### src/fpb_pkg.sv
// Shared constants and types for the potential exception bounce unit
package fpb_pkg;

  localparam int unsigned FPB_EXP_W = 11;
  localparam int unsigned FPB_CALC_W = 13;
  localparam int unsigned FPB_SP_EXP_W = 8;
  localparam int unsigned FPB_NUM_OPND = 2;

  // Biased overflow and underflow bounce limits
  localparam logic [12:0] FPB_DP_OVF_MIN = 13'h07FD;
  localparam logic [12:0] FPB_SP_OVF_MIN = 13'h00FD;
  localparam logic [12:0] FPB_DP_USA_UNF_MAX = 13'h003F;
  localparam logic [12:0] FPB_SP_USA_UNF_MAX = 13'h001F;
  localparam logic [12:0] FPB_DP_LSA_UNF_MAX = 13'h0000;
  localparam logic [12:0] FPB_SP_LSA_UNF_MAX = 13'h0000;
  localparam logic [12:0] FPB_DP_MUL_UNF_MAX = 13'h0000;
  localparam logic [12:0] FPB_SP_MUL_UNF_MAX = 13'h0000;

  // Exponent biases for the product exponent
  localparam logic [12:0] FPB_DP_BIAS = 13'h03FF;
  localparam logic [12:0] FPB_SP_BIAS = 13'h007F;

  // Field positions in the status-control and exception words
  localparam int unsigned FPB_FTZ_BIT = 24;
  localparam int unsigned FPB_EXC_PEND_BIT = 31;
  localparam int unsigned FPB_UNF_BIT = 3;
  localparam logic [31:0] FPB_EXC_RESET = 32'h0000_0000;

  typedef enum logic [3:0] {
    FPB_OP_ADD,
    FPB_OP_SUB,
    FPB_OP_MUL,
    FPB_OP_NMUL,
    FPB_OP_CMP,
    FPB_OP_CMPZ,
    FPB_OP_CMPS,
    FPB_OP_CMPSZ,
    FPB_OP_OTHER
  } fpb_op_t;

  typedef struct packed {
    logic valid;
    fpb_op_t op;
    logic dp;
    logic sign_a;
    logic sign_b;
    logic [FPB_EXP_W-1:0] exp_a;
    logic [FPB_EXP_W-1:0] exp_b;
  } fpb_req_t;

  typedef struct packed {
    logic bounce;
    logic trap_req;
    logic write_en;
    logic write_suppress;
  } fpb_resp_t;

endpackage : fpb_pkg

### src/fpb_thresh.sv
// Biased exponent threshold compare for one precision and class
`timescale 1ns/1ps
`default_nettype none
module fpb_thresh
  import fpb_pkg::*;
(
  // Initial exponent, biased, signed to catch values below zero
  input wire logic signed [FPB_CALC_W-1:0] exp_in,
  // Operation class
  input wire logic dp,
  input wire logic is_mul,
  input wire logic unlike,
  // Potential exception flags
  output logic pot_ovf,
  output logic pot_unf
);

  logic signed [FPB_CALC_W-1:0] ovf_min;
  logic signed [FPB_CALC_W-1:0] unf_max;

  always_comb begin
    ovf_min = dp ? FPB_DP_OVF_MIN : FPB_SP_OVF_MIN;
    if (is_mul) begin
      unf_max = dp ? FPB_DP_MUL_UNF_MAX : FPB_SP_MUL_UNF_MAX;
    end else if (unlike) begin
      // Cancellation can drop the exponent by a whole significand
      unf_max = dp ? FPB_DP_USA_UNF_MAX : FPB_SP_USA_UNF_MAX;
    end else begin
      unf_max = dp ? FPB_DP_LSA_UNF_MAX : FPB_SP_LSA_UNF_MAX;
    end
    pot_ovf = (exp_in >= ovf_min);
    pot_unf = (exp_in <= unf_max);
  end

endmodule : fpb_thresh
`default_nettype wire

### src/fpb_bounce.sv
// Pessimistic bounce decision for add, subtract, compare and multiply
`timescale 1ns/1ps
`default_nettype none
// Contract
// - Bounce on possible exception, never proving it really happened.
// - Add and subtract use the larger input exponent as initial.
// - Equal signs add or unequal signs subtract is like-signed, else unlike.
// - Double add bounces at 0x7FD and above, completes at 0x7FC.
// - Single add bounces at 0xFD and above for both classes.
// - Single unlike bounces at 0x1F or lower, like only at 0x00.
// - Double unlike bounces at 0x03F or lower, like only at 0x000.
// - Unlike underflow margin covers cancellation by a significand length.
// - Addition thresholds apply only with flush-to-zero clear.
// - All thresholds compare against biased exponents.
// - Compare instructions never bounce for arithmetic exceptions.
// - Multiply initial exponent is the sum of operand exponents less one bias.
// - Multiply bounces at 0x7FD double or 0xFD single and above.
// - Full compliance multiply bounces at 0x00 or lower, normal at 0x01.
// - Flush-to-zero is status-control bit 24; clear bounces underflows.
// - A bounced potential underflow sets exception bit 31 and underflow bit 3.
module fpb_bounce
  import fpb_pkg::*;
#(
  parameter int unsigned EXP_W = FPB_EXP_W
) (
  // Clock and reset
  input wire logic clk_sys,
  input wire logic rstn,
  // Instruction with its initial exponents
  input wire fpb_req_t req,
  // Floating-point status and control word
  input wire logic [31:0] fp_status_control_reg,
  // Support code clears the exception word
  input wire logic exc_clear,
  // Decision towards the host core
  output fpb_resp_t resp_ff,
  output logic [31:0] fp_exception_reg_ff
);

  // The exponent path is sized for double operands plus a carry and sign
  if (EXP_W != FPB_EXP_W) begin : g_bad_exp_w
    $error("fpb_bounce: EXP_W must equal the double exponent width");
  end
  if (FPB_CALC_W < FPB_EXP_W + 2) begin : g_bad_calc_w
    $error("fpb_bounce: exponent sums need a carry and a sign bit");
  end
  if (FPB_SP_EXP_W >= FPB_EXP_W) begin : g_bad_sp_w
    $error("fpb_bounce: single exponent must be narrower than double");
  end
  if (FPB_FTZ_BIT >= $bits(fp_status_control_reg) ||
      FPB_EXC_PEND_BIT >= $bits(fp_exception_reg_ff)) begin : g_bad_bit
    $error("fpb_bounce: control and flag bits must fit their words");
  end

  function automatic logic is_compare(input fpb_op_t op);
    case (op)
      FPB_OP_CMP,
      FPB_OP_CMPZ,
      FPB_OP_CMPS,
      FPB_OP_CMPSZ: begin
        is_compare = 1'h1;
      end
      default: begin
        is_compare = 1'h0;
      end
    endcase
  endfunction : is_compare

  function automatic logic is_multiply(input fpb_op_t op);
    case (op)
      FPB_OP_MUL,
      FPB_OP_NMUL: begin
        is_multiply = 1'h1;
      end
      default: begin
        is_multiply = 1'h0;
      end
    endcase
  endfunction : is_multiply

  function automatic logic is_addsub(input fpb_op_t op);
    case (op)
      FPB_OP_ADD,
      FPB_OP_SUB: begin
        is_addsub = 1'h1;
      end
      default: begin
        is_addsub = 1'h0;
      end
    endcase
  endfunction : is_addsub

  function automatic logic is_unlike(
    input fpb_op_t op,
    input logic sign_a,
    input logic sign_b
  );
    is_unlike = (sign_a ^ sign_b) ^ (op == FPB_OP_SUB);
  endfunction : is_unlike

  function automatic logic [FPB_CALC_W-1:0] widen_exp(
    input logic [FPB_EXP_W-1:0] exp_raw,
    input logic dp
  );
    logic [FPB_CALC_W-1:0] wide;
    wide = '0;
    // Single exponents sit in the low bits; upper bits are ignored
    if (dp) begin
      wide[FPB_EXP_W-1:0] = exp_raw;
    end else begin
      wide[FPB_SP_EXP_W-1:0] = exp_raw[FPB_SP_EXP_W-1:0];
    end
    return wide;
  endfunction : widen_exp

  function automatic logic [FPB_CALC_W-1:0] product_bias(input logic dp);
    product_bias = dp ? FPB_DP_BIAS : FPB_SP_BIAS;
  endfunction : product_bias

  logic ftz;
  logic [FPB_EXP_W-1:0] raw_exp [FPB_NUM_OPND];
  logic [FPB_CALC_W-1:0] wide_exp [FPB_NUM_OPND];
  logic [FPB_CALC_W-1:0] larger_exp;
  logic [FPB_CALC_W-1:0] exp_sum;
  logic [FPB_CALC_W-1:0] prod_exp;
  logic signed [FPB_CALC_W-1:0] init_exp;
  logic op_add;
  logic op_mul;
  logic op_cmp;
  logic arith;
  logic unlike;
  logic pot_ovf;
  logic pot_unf;
  logic bounce;
  logic unf_event;
  fpb_resp_t nxt_resp;
  logic [31:0] nxt_exc;

  assign ftz = fp_status_control_reg[FPB_FTZ_BIT];
  assign raw_exp[0] = req.exp_a;
  assign raw_exp[1] = req.exp_b;

  genvar gi;
  for (gi = 0; gi < FPB_NUM_OPND; gi++) begin : g_opnd
    assign wide_exp[gi] = widen_exp(raw_exp[gi], req.dp);
  end

  always_comb begin
    op_add = is_addsub(req.op);
    op_mul = is_multiply(req.op);
    op_cmp = is_compare(req.op);
    arith = op_add || op_mul;
    unlike = is_unlike(req.op, req.sign_a, req.sign_b);
  end

  always_comb begin
    if (wide_exp[0] > wide_exp[1]) begin
      larger_exp = wide_exp[0];
    end else begin
      larger_exp = wide_exp[1];
    end
    // Both biased exponents carry the bias, so one bias comes off
    exp_sum = wide_exp[0] + wide_exp[1];
    prod_exp = exp_sum - product_bias(req.dp);
    // Kept signed so a product far below zero still reads as underflow
    if (op_mul) begin
      init_exp = $signed(prod_exp);
    end else begin
      init_exp = $signed(larger_exp);
    end
  end

  fpb_thresh u_thresh (
    .exp_in(init_exp),
    .dp(req.dp),
    .is_mul(op_mul),
    .unlike(unlike),
    .pot_ovf(pot_ovf),
    .pot_unf(pot_unf)
  );

  always_comb begin
    nxt_resp = '0;
    bounce = 1'h0;
    // Flush mode resolves underflow in hardware, so nothing bounces
    if (req.valid && arith && !op_cmp && !ftz) begin
      // Pessimistic: the margin is taken, the real status is not proven
      bounce = pot_ovf || pot_unf;
    end
    unf_event = bounce && pot_unf;
    nxt_resp.bounce = bounce;
    nxt_resp.trap_req = bounce;
    nxt_resp.write_suppress = bounce;
    nxt_resp.write_en = req.valid && !bounce;
  end

  always_comb begin
    nxt_exc = fp_exception_reg_ff;
    if (exc_clear) begin
      nxt_exc = FPB_EXC_RESET;
    end
    // A new event in the clearing cycle wins over the clear
    if (unf_event) begin
      nxt_exc[FPB_EXC_PEND_BIT] = 1'h1;
      nxt_exc[FPB_UNF_BIT] = 1'h1;
    end
  end

  always_ff @(posedge clk_sys or negedge rstn) begin
    if (!rstn) begin
      resp_ff <= '0;
    end else begin
      resp_ff <= nxt_resp;
    end
  end

  always_ff @(posedge clk_sys or negedge rstn) begin
    if (!rstn) begin
      fp_exception_reg_ff <= FPB_EXC_RESET;
    end else begin
      fp_exception_reg_ff <= nxt_exc;
    end
  end

endmodule : fpb_bounce
`default_nettype wire

### config.mk
export PLATFORM = sky130hd
export DESIGN_NAME = fpb_bounce
export DESIGN_NICKNAME = d
export VERILOG_FILES = /design/src/fpb_pkg.sv /design/src/fpb_thresh.sv /design/src/fpb_bounce.sv
export SDC_FILE = /design/constraint.sdc
export NUM_CORES = 1
export LEC_CHECK = 0
export ABC_AREA = 1
export BUFFER_PORTS_ARGS = -buffer_cell sky130_fd_sc_hd__buf_4
export CORE_MARGIN = 2
export CORE_UTILIZATION = 48
export CTS_CLUSTER_SIZE = 16
export DETAILED_ROUTE_END_ITERATION = 7
export PLACE_DENSITY = 0.81
export SYNTH_ARGS = -nofsm -noshare
export SYNTH_HDL_FRONTEND = slang
export SYNTH_SLANG_ARGS = --single-unit
### constraint.sdc
create_clock -name clk_sys -period 0.8 [get_ports clk_sys]
set_input_delay 0.04 -clock clk_sys [delete_from_list [all_inputs] [get_ports clk_sys]]
set_output_delay 0.04 -clock clk_sys [all_outputs]
set_load 0.05 [all_outputs]
# ---- Yosys cells after proc, flatten, opt, wreduce, memory -nomap -nowiden
# Cells that the tools add are included.
dict set report totals {
  register_bits 4
  output_inout_bits 36
  input_bits 65
  word_cells 48
}
dict set report classes {
  order_cmp 3
  n_mux 16
  n_eq_ne 7
  n_bitwise 2
  add_sub_neg 2
  n_reduce_logical 15
}
# op n
set ops {}
lappend ops {{two-way mux 13 bit} 3}
lappend ops {{two-way mux 32 bit} 1}
lappend ops {{two-way mux 11 bit} 2}
lappend ops {{== test 4 x 3 -> 1 bit (second input constant)} 4}
lappend ops {{greater-or-equal comparator 13 bit} 1}
lappend ops {{<= comparator 13 bit} 1}
lappend ops {{subtractor 12 x 10 -> 13 bit} 1}
lappend ops {{adder 11 x 11 -> 12 bit} 1}
lappend ops {{> comparator 11 bit} 1}
lappend ops {{two-way mux 10 bit} 1}
lappend ops {{== test 4 x 2 -> 1 bit (second input constant)} 2}
lappend ops {{two-way mux 1 bit} 6}
lappend ops {{two-way mux 3 bit} 2}
lappend ops {{two-way mux 6 bit} 1}
lappend ops {{logical AND 1 bit} 5}
lappend ops {{== test 4 x 1 -> 1 bit (second input constant)} 1}
lappend ops {{logical NOT 4 bit} 1}
lappend ops {{OR reduction 2 bit} 2}
lappend ops {{OR reduction 4 bit} 1}
lappend ops {{logical NOT 1 bit} 3}
lappend ops {{logical OR 1 bit} 2}
lappend ops {{nonzero test 2 bit} 1}
lappend ops {{bitwise XOR 1 bit} 2}

# ---- Longest topological paths before layout
# Gate-level depths: netlist (run 1).
dict set report depth {
  depth_word 10
  depth_mapped 27
  ltp_nobuf 26
}

# ---- By module
# From an unflattened synthesis (run 1), not the netlist that was laid out.
dict set report unflattened {
  cells_unflattened 355
  area_unflattened_um2 2099.5
}
# mod n_inst area_each_um2 seq_area_each_um2 cells_each
set modules_own_cells {}
lappend modules_own_cells {fpb_bounce 1 1794.2 75.1 301}
lappend modules_own_cells {fpb_thresh 1 305.3 0.0 54}

# ---- Worst setup path before layout (run 1)
# No wires, ideal clock.
dict set report synth_path {
  path_kind {input port to flip-flop}
  start {input req[24] (netlist bit)}
  end {register resp_ff[1] (netlist bit)}
  path_buffers 2
  setup_slack_ns -1.862
  required_time_ns 0.671
  stages 24
  setup_time_ns 0.129
  arrival_time_ns 2.533
  path_cell_list {buf_6 > nand2_1 > ha_1 > inv_1 > nand3_1 > nor2_2 > nand3b_1 > buf_4 > nand3_1 > nand3_1 > nand2_1 > ha_1 > a21oi_1 > o21ai_0 > a21oi_1 > nor2_1 > o21ai_0 > nand3_1 > nor2_1 > nand3_2 > nand2_1 > nor2_2 > nand2_1 > a21oi_2}
}
# item line_no
set synth_lines {}
lappend synth_lines {{start, declared} fpb_bounce.sv:30} ;# input wire fpb_req_t req,
lappend synth_lines {{end signal, assigned} fpb_bounce.sv:213} ;# resp_ff <= nxt_resp;
lappend synth_lines {{end, declared} fpb_bounce.sv:36} ;# output fpb_resp_t resp_ff,

==> metrics.txt, run 1 <==
Crit. End Element register; row count 24; Pleak 1.93 nW; syn_area_per_cell roughly 6 sq um; DRC viols 0; max_cap viols 0; min-delay worst type input pin to register; layout cells sized above 1 between 40% and 50%; yosys warns 0; Crit path top cell by count nand2_2; slowest stage cell, crit path fa_1; maximum vdd drop slightly below 0.0007 V; top cells by area, synth ha_1 22%, nand2_1 15%, buf_4 12%, inv_1 12%, nand3_1 9.5%; largest net degree at the start of global routing 9; top_reg_cell synth dfrtp_1; vias in the first global route around 2800; Clock Tree Buf Depth 2; Crit Path Class input pin to register; top cells by count, synth 86 x nand2_1, 67 x inv_1, 41 x nand3_1; iteration count of the initial detailed-routing pass 5; WP data arrival between 2 and 3 ns; first-pass GRT wire length ~12000 um; htree depth 1; pre-CTS WS -2.10 ns; non-filler cells in the finished layout 521; CTS tree yes; die extent in x 71.0 um; design area approximately 0.0035 sq mm; Worst Path Buf+Inv 3; RSZ-0062 raised after global routing yes; Largest stage delay, worst path approximately 0.57 ns; final setup fails 9; Port Buffer Count 39; post-DR vias/cell 5.21; Yosys top cell by area ha_1; area of placed instances between 0.002 and 0.003 sq mm; area grow syn2layout 63.0%; CP Launch Type input pin; Num CTS Buffers 3; setup TNS -5.68 ns; post-route clock skew 0 ns; routability congestion estimate ~0.89; number of flops mapped to enable cells by yosys 0; number of diodes 0; Seq/Total Area, Yosys roughly 3.5%; Data required, critical path roughly 0.95 ns; nets 575; Synth Instances 358; IO Pins between 100 and 150; Synth Register Bits 3; Mapped Area 0.00215 sq mm; initial DRC count 230; Post-synth ARST share 100%; clock sinks 3; detailed placement HPWL around 5000 um; period utilization 332%; latest clock arrival within the worst-skew pair between 0.2 and 0.25 ns; Final Hold Vio Count 0; WL per Instance between 15 and 20 um; Max Fclk between 0.3 and 0.4 GHz; most numerous cell in the Yosys netlist nand2_1; Setup WS post-layout -1.85 ns; min Tclk post-route roughly 2.7 ns; status finished, violations left; Power Density ~1200 mW/mm^2; Slew Limit Fails 0; Worst-path clk slew roughly 0.04 ns; Total Routed Length between 7000 and 8000 um; Root Buffer clkbuf_8; grt ovf 0; initial antenna violation count 0; full die area between 0.005 and 0.006 sq mm; failing checks negative setup slack; area of the core approximately 0.0043 sq mm; top-area cell type share of the netlist area 22.1%; gr usage total between 20% and 30%; height of the die between 70 and 80 um; Initial Utilization between 40% and 50%; CP max FO 6; reg-to-reg slack, setup ~0.13 ns; antenna viol nets, final 0; crit-path leading delay family adder cells; CP cell instances buf_12 -> fa_1 -> inv_2 -> ha_4 -> nand2_2 -> nor3_2 -> nand2_1 -> nand2_2 -> nand2_2 -> nand2_2 -> nand2_2 -> nand3_2 -> nand2_2 -> ha_4 -> a21oi_2 -> o2111ai_1 -> inv_1 -> nand2_2 -> nand2_4 -> nand2_2 -> a21oi_2; Post-Place Cells 508; via count 2716; number of distinct library cells after synthesis 29
==> metrics by stage <==
stage	util, %	total power, mW	hold WS (ns)
finish	81.2	4.06	0.00339
floorplan	-	2.05	-0.256
global placement	68.9	2.71	-0.171
global route	81.2	4.35	0.00318
detailed placement	68.9	2.81	-0.169
CTS	78.2	3.64	0.00337
==> kinds of logic after synthesis <==
group | Yosys count | synth area share [%]
and+or+nand+nor | 175 | 37.4
AOI/OAI and AO/OA | 28 | 7.84
DFF | 3 | 3.48
buffers and inverters | 108 | 26.0
xor gates and xnor gates | 3 | 1.22
other | 1 | 0.174
adders and majority gates | 40 | 23.9
==> cell type report <==
| type | instances | area, sq um |
|---|---|---|
| flip-flops and latches | 3 | 77.6 |
| clock buffers | 4 | 45.0 |
| well taps | 52 | 65.1 |
| inverters | 67 | 256 |
| fillers | 267 | 812 |
| repair buffers | 119 | 950 |
| multi-input cells | 276 | 2120 |
==> path summary, 6_finish.rpt <==
path,from,endpoint,depth (start not counted)
max,req[24],resp_ff[1],21
min,exc_clear,fp_exception_reg_ff[3],2
max reg2reg,fp_exception_reg_ff[3],fp_exception_reg_ff[3],2
min reg2reg,fp_exception_reg_ff[3],fp_exception_reg_ff[3],2
max in group asynchronous,rstn,fp_exception_reg_ff[3],2
min in group asynchronous,rstn,resp_ff[0],2
==> power by group <==
part | internal [mW] | switching (mW)
Clock | 0.343 | 0.129
Combinational | 1.47 | 1.95
Sequential | 0.159 | 0.00578
Total | 1.97 | 2.09
==> metal layers <==
metal / routed length (um) / track usage [%]
met1: 2750 / 29.6
met2: 4350 / 56.4
met3: 384 / 3.13
met4: 384 / 14.5
met5: 0 / 0
==> layout by cell type, fill, tap and decap left out, types with 2 or more instances in the layout <==
cell / synthesis / final
o21ai_1: 1 / 7
inv_2: 0 / 11
inv_1: 67 / 54
or2_2: 4 / 4
nand2_2: 11 / 23
a21oi_1: 11 / 5
clkbuf_8: 0 / 3
nor2_4: 0 / 2
nand3_2: 4 / 12
a31oi_1: 2 / 2
ha_1: 38 / 17
nand2_1: 86 / 66
nor3_1: 5 / 3
inv_4: 0 / 2
dfrtp_2: 0 / 2
nand3b_1: 5 / 5
ha_4: 0 / 21
nand2_4: 0 / 7
conb_1: 1 / 30
buf_4: 35 / 107
buf_6: 3 / 9
nor2_2: 3 / 3
nor2_1: 15 / 13
xor2_1: 2 / 2
nand3_1: 41 / 32
a21oi_2: 1 / 7
==> sequential cells by signal, summed over array words and instances (netlist names) <==
signal	flops
resp_ff	2
fp_exception_reg_ff	1
==> timing repair <==
item,in CTS,in global routing
resized for setup,60,27
hold endpoints to repair,3,0
hold buffers,1,0
pin swaps,39,20
buffers inserted,6,2
endpoints found under the setup margin,8,9
Power figures use the tool's default switching activity.
==> inputs of run 2 (changes only) <==
--- a/config.mk
+++ b/config.mk
@@ -7,11 +7,12 @@
 export LEC_CHECK = 0
 export ABC_AREA = 1
 export BUFFER_PORTS_ARGS = -buffer_cell sky130_fd_sc_hd__buf_4
-export CORE_MARGIN = 2
-export CORE_UTILIZATION = 48
+export CORE_MARGIN = 1
+export CORE_UTILIZATION = 45
 export CTS_CLUSTER_SIZE = 16
 export DETAILED_ROUTE_END_ITERATION = 7
-export PLACE_DENSITY = 0.81
+export GPL_TIMING_DRIVEN = 0
+export PLACE_DENSITY = 0.77
 export SYNTH_ARGS = -nofsm -noshare
 export SYNTH_HDL_FRONTEND = slang
 export SYNTH_SLANG_ARGS = --single-unit
==> run 2 against run 1 <==
Compared with the run above: the run ends with design-rule violations, negative setup slack left; utilization decreased by 10 points; sequential power about the same; global-route usage decreased by 6.4 points; hold slack improved by 0.077 ns; critical path type unchanged; critical endpoint unchanged.
==> metrics.txt, run 2 (synthesized netlist as in run 1, its figures left out) <==
status finished, violations left; failing checks design-rule violations, negative setup slack; hold path endpoint resp_ff[1]; WL per Instance 11.0 um (-27%); GR Util met1 26.7% (-2.9 points); met3 Use GR 0.997% (-2.1 points); Port Buffer Count 39 (unchanged); WP data arrival 2.70 ns (-0.10 ns); Worst-path clk slew 0.03 ns (about the same); latest clock arrival within the worst-skew pair 0.21 ns (about the same); Initial Utilization 48.2% (-1.7 points); biggest regs resp_ff (2), fp_exception_reg_ff (1); initial antenna violation count 0 (unchanged); CP cell instances buf_4 -> inv_1 -> fa_1 -> inv_2 -> ha_4 -> nand2_2 -> nor3_2 -> nand2_1 -> nand2_2 -> nand2_1 -> nand2_1 -> nand2_1 -> nand3_2 -> nand2_2 -> ha_4 -> nand2_1 -> nor3_2 -> nand3_1 -> nand2_1 -> nand2_1 -> nand2_1 -> a21oi_2; post-DR vias/cell 4.71 (-9.6%); min-delay src req[29]; GRT busiest layer met2; Most flops, register resp_ff; row count 24 (unchanged); antenna viol nets, final 0 (unchanged); via count 2347 (-14%); reg-to-reg slack, setup 0.16 ns (+0.03 ns); commonest non-fill, non-tap cell in the layout buf_4; Final Hold Vio Count 0 (unchanged); CTS tree yes; clock sinks 3 (unchanged); gr usage total 22.3% (-6.4 points); Crit. End Element register; detailed placement HPWL 4210 um (-14%); Internal 1.65 mW (-16%); first-pass GRT wire length 9280 um (-21%); area grow syn2layout 47.7%; Data required, critical path 0.89 ns (-0.06 ns); die extent in x 71.2 um (+0.28%); initial DRC count 140 (-39%); Crit Path Class input pin to register; CP Launch Type input pin; min Tclk post-route 2.61 ns (-0.0402 ns); Fillers 383 (+43%); Critical R2R Capture fp_exception_reg_ff[3]; most frequent cells in the layout 77 x buf_4, 75 x nand2_1, 60 x inv_1; Total Routed Length 5490 um (-30%); height of the die 71.2 um (+0.28%); Comb pwr share 82.1% (-2.2 points); area of the core 0.00447 sq mm (+3.5%); Crit path top cell by count nand2_1; number of diodes 0 (unchanged); routability congestion estimate 0.917 (+3.5%); htree depth 1 (unchanged); Switch Pwr 1.72 mW (-18%); design area 0.00318 sq mm (-9.4%); Sequential Power Share 4.8% (+0.7 points); Hold Crit Depth 3 (+1); maximum vdd drop 0.000433 V (-37%); largest net degree at the start of global routing 11 (+2); post-route clock skew 0 ns (unchanged); met2 Resource Use GR 42.4% (-14 points); Power Density 1060 mW/mm^2 (-8.3%); post-layout util 71.1% (-10 points); sw frac 51.1% (-0.41 points); RSZ-0062 raised after global routing yes; Setup WS post-layout -1.81 ns (+0.0402 ns); DRC viols 2 (+2); iteration count of the initial detailed-routing pass 6 (+1); Root Buffer clkbuf_8; IO Pins 101 (unchanged); Slew Limit Fails 0 (unchanged); layout cells sized above 1 37.9% (-9.9 points); Max Fclk 0.383 GHz (+1.5%); area of placed instances 0.00277 sq mm (-7.1%); Pleak 1.85 nW (-4.4%); clock share of power 13.1% (+1.5 points); full die area 0.00507 sq mm (+0.56%); CP max FO 4 (-2); Clock Tree Buf Depth 2 (unchanged); Num CTS Buffers 3 (unchanged); Largest stage delay, worst path 0.51 ns (-0.06 ns); max FFs per register 2 (unchanged); slowest stage cell, crit path fa_1; nets 552 (-4.0%); final setup fails 8 (-1); vias in the first global route 2252 (-20%); period utilization 327% (-5.0 points); pre-CTS WS -2.16 ns (-0.0541 ns); start of the worst register-to-register path fp_exception_reg_ff[3]; grt ovf 0 (unchanged); reg2reg path depth 2 (unchanged); max_cap viols 0 (unchanged); Final Power 3.37 mW (-17%); min-delay worst type input pin to register
[run 2: worst max path at each step]
stage               depth (start not counted)     from  slack (ns)          to
floorplan                                  20  req[24]       -1.70  resp_ff[1]
global placement                           25  req[24]       -2.12  resp_ff[1]
detailed placement                         25  req[24]       -2.16  resp_ff[1]
CTS                                        25  req[24]       -1.78  resp_ff[1]
global route                               25  req[24]       -2.03  resp_ff[1]
finish                                     22   req[7]       -1.81  resp_ff[1]
[run 2: layer usage]
layer / vias up / part of all wire [%]
met5: - / 0
met4: 0 / 2.4
met3: 12 / 4.0
met2: 59 / 53
met1: 1034 / 41
li1: 1242 / -
[run 2: timing repair]
action,in CTS,in global routing
resized for setup,43,12
setup endpoints to repair,8,8
pin swaps,14,6
buffers inserted,10,4
hold endpoints to repair,4,0
hold buffers,2,0
[run 2: area by class of cell]
type | count | area [sq um] | area share (%)
plain buffers | 41 | 339 | 10.7
multi-input cells | 276 | 1940 | 61.0
well taps | 52 | 65.1 | 2.04
inverters | 67 | 256 | 8.06
clock buffers | 4 | 45.0 | 1.42
repair buffers | 55 | 459 | 14.4
flip-flops and latches | 3 | 77.6 | 2.44
[run 2: worst max-delay path, delay by kind of cell]
family / cells / cell delay [ns]
adders and majority gates: 3 / 1.06
buffers and inverters: 3 / 0.21
and+or+nand+nor: 15 / 1.36
AOI/OAI and AO/OA: 1 / 0.05
[run 2: power groups by stage]
stage | Combinational [mW] | Sequential [mW] | Clock [mW]
after detailed placement | 2.36 | 0.163 | 0
after global placement | 2.32 | 0.163 | 0
after floorplan | 1.87 | 0.183 | 0
final | 2.77 | 0.162 | 0.442
after global routing | 3.07 | 0.163 | 0.454
after CTS | 2.63 | 0.162 | 0.443
[run 2: through the flow]
step                cells  setup TNS (ns)  hold WS, ns
CTS                   494           -5.68       0.0823
detailed placement    478           -6.38       -0.170
global route          498           -6.54       0.0957
floorplan             387           -4.94       -0.256
global placement      478           -6.28       -0.171
finish                498           -5.81       0.0802
==> inputs of run 3 (changes only) <==
--- a/config.mk
+++ b/config.mk
@@ -8,11 +8,11 @@
 export ABC_AREA = 1
 export BUFFER_PORTS_ARGS = -buffer_cell sky130_fd_sc_hd__buf_4
 export CORE_MARGIN = 1
-export CORE_UTILIZATION = 45
+export CORE_UTILIZATION = 48
 export CTS_CLUSTER_SIZE = 16
 export DETAILED_ROUTE_END_ITERATION = 7
 export GPL_TIMING_DRIVEN = 0
-export PLACE_DENSITY = 0.77
+export PLACE_DENSITY = 0.81
 export SYNTH_ARGS = -nofsm -noshare
 export SYNTH_HDL_FRONTEND = slang
 export SYNTH_SLANG_ARGS = --single-unit
==> run 3 against run 2 <==
Compared with the run above: the run ends with negative setup slack left; die area down 6.1%; sequential power about the same; clock power decreased by 2%; count of clock-buffer cells in the layout stayed put; first-iteration DRC count rose by 51%; sequential share of layout area is essentially flat; wire length up 14%; utilization increased by 7.2 points; setup slack lost 0.066 ns; critical path type unchanged; largest power group unchanged; highest routed layer unchanged.
==> metrics.txt, run 3 (synthesized netlist as in run 1, its figures left out) <==
vias in the first global route 2299 (+2.1%); failing checks negative setup slack; Slew Limit Fails 0 (unchanged); period utilization 335% (+8.2 points); Sequential cell area 77.6 sq um (unchanged); initial antenna violation count 0 (unchanged); nets 555 (+0.54%); max FFs per register 2 (unchanged); Critical R2R Capture fp_exception_reg_ff[3]; Root Buffer clkbuf_8; Data required, critical path 0.88 ns (about the same); row count 23 (-4.2%); Crit Path Class input pin to register; post-route clock skew 0 ns (unchanged); CP max FO 5 (+1); area grow syn2layout 50.6%; CTS tree yes; Worst-path clk slew 0.03 ns (about the same); Pleak 1.86 nW (+0.55%); DRC viols 0 (-2); Port Buffer Count 39 (unchanged); Num CTS Buffers 3 (unchanged); Initial Utilization 52.0% (+3.8 points); WP data arrival 2.76 ns (+0.06 ns); initial DRC count 212 (+51%); min Tclk post-route 2.68 ns (+0.0659 ns); iteration count of the initial detailed-routing pass 4 (-2); Power Density 1070 mW/mm^2 (+1.5%); max_cap viols 0 (unchanged); Final Power 3.49 mW (+3.6%); start of the worst register-to-register path fp_exception_reg_ff[3]; Hold Crit Depth 2 (-1); CP Launch Type input pin; die extent in x 69.0 um (-3.1%); Total Routed Length 6230 um (+14%); reg-to-reg slack, setup 0.13 ns (-0.03 ns); status finished, violations left; most frequent cells in the layout 80 x buf_4, 72 x nand2_1, 61 x inv_1; WL per Instance 12.5 um (+13%); Post-Place Cells 476 (-0.42%); clock sinks 3 (unchanged); layout cells sized above 1 38.1% (+0.19 points); detailed placement HPWL 4260 um (+1.1%); final setup fails 8 (unchanged); height of the die 69.0 um (-3.1%); largest net degree at the start of global routing 11 (unchanged); Setup WS post-layout -1.88 ns (-0.0659 ns); commonest non-fill, non-tap cell in the layout buf_4; min-delay src exc_clear; IO Pins 101 (unchanged); biggest regs resp_ff (2), fp_exception_reg_ff (1); routability congestion estimate 0.859 (-6.3%); full die area 0.00476 sq mm (-6.1%); via count 2475 (+5.5%); first-pass GRT wire length 10000 um (+7.7%); Max Fclk 0.373 GHz (-2.5%); grt ovf 0 (unchanged); latest clock arrival within the worst-skew pair 0.21 ns (about the same); antenna viol nets, final 0 (unchanged); min-delay worst type input pin to register; post-DR vias/cell 4.96 (+5.2%); hold path endpoint fp_exception_reg_ff[3]; area of the core 0.00414 sq mm (-7.4%); Multi-input gate area 0.00196 sq mm (+1.2%); Most flops, register resp_ff; Final Hold Vio Count 0 (unchanged); maximum vdd drop 0.000620 V (+43%); RSZ-0062 raised after global routing yes; non-filler cells in the finished layout 499 (+0.20%); htree depth 1 (unchanged); number of diodes 0 (unchanged); Fillers 313 (-18%); reg2reg path depth 2 (unchanged); Clock Tree Buf Depth 2 (unchanged); gr usage total 27.9% (+5.6 points); Crit. End Element register
-- run 3: worst max path at each step --
stage                        from         end  slack [ns]  cells after the start
after CTS                 req[24]  resp_ff[1]       -1.77                     25
after global placement    req[24]  resp_ff[1]       -2.12                     25
after floorplan           req[24]  resp_ff[1]       -1.70                     20
after detailed placement   req[4]  resp_ff[1]       -2.16                     22
after global routing      req[24]  resp_ff[1]       -2.07                     25
final                     req[24]  resp_ff[1]       -1.88                     25
-- run 3: cell type report --
class,count,share of cell area (%)
multi-input cells,276,60.4
repair buffers,58,15.5
plain buffers,41,10.3
inverters,67,7.98
flip-flops and latches,3,2.39
well taps,50,1.93
clock buffers,4,1.39
-- run 3: metal layers --
layer,up-vias,wire (um),global-route usage (%)
met5,-,0,0
met4,0,250,7.91
met3,25,421,5.10
met2,92,3290,52.4
met1,1111,2260,31.4
li1,1247,-,-
-- run 3: through the flow --
stage	cell area [sq um]	setup TNS [ns]	setup slack, ns	utilization, %	hold slack [ns]
4_1_cts	3220	-5.70	-1.77	77.8	0.00566
2_1_floorplan	2410	-4.94	-1.70	-	-0.256
3_5_place_dp	2760	-6.40	-2.16	66.7	-0.171
3_3_place_gp	2760	-6.28	-2.12	66.7	-0.171
5_1_grt	3250	-6.68	-2.07	78.3	0.0129
6_report	3250	-6.03	-1.88	78.3	0.00201
-- run 3: power breakdown --
part           leakage [nW]  total [mW]  internal, mW  switching [mW]
logic                  1.80        2.89          1.21            1.69
registers            0.0362       0.164         0.159         0.00463
clock network        0.0228       0.433         0.339          0.0939
total                  1.86        3.49          1.70            1.78
-- run 3: critical path, stage by stage --
cell and delay, ns:
buf_8 0.09, buf_12 0.14, nand2_8 0.06, ha_4 0.24
inv_4 0.09, nand3_4 0.09, nor2_4 0.15, nand3b_1 0.18
buf_6 0.17, nand3_2 0.07, nand3_2 0.08, nand2_2 0.12
ha_4 0.21, a21oi_2 0.10, o21ai_1 0.07, a21oi_1 0.13
nor2_1 0.05, o21ai_1 0.12, nand3_1 0.08, nor2_1 0.13
nand3_2 0.08, nand2_2 0.10, nor2_4 0.05, nand2_2 0.07
a21oi_2 0.05
-- run 3: timing repair --
| action | 4_1_cts | 5_1_grt |
|---|---|---|
| hold buffers | 1 | 0 |
| pin swaps | 25 | 1 |
| endpoints found under the setup margin | 8 | 9 |
| gates cloned | 1 | 0 |
| endpoints found under the hold margin | 3 | 0 |
| gates resized for setup | 52 | 3 |
| buffers inserted | 16 | 1 |
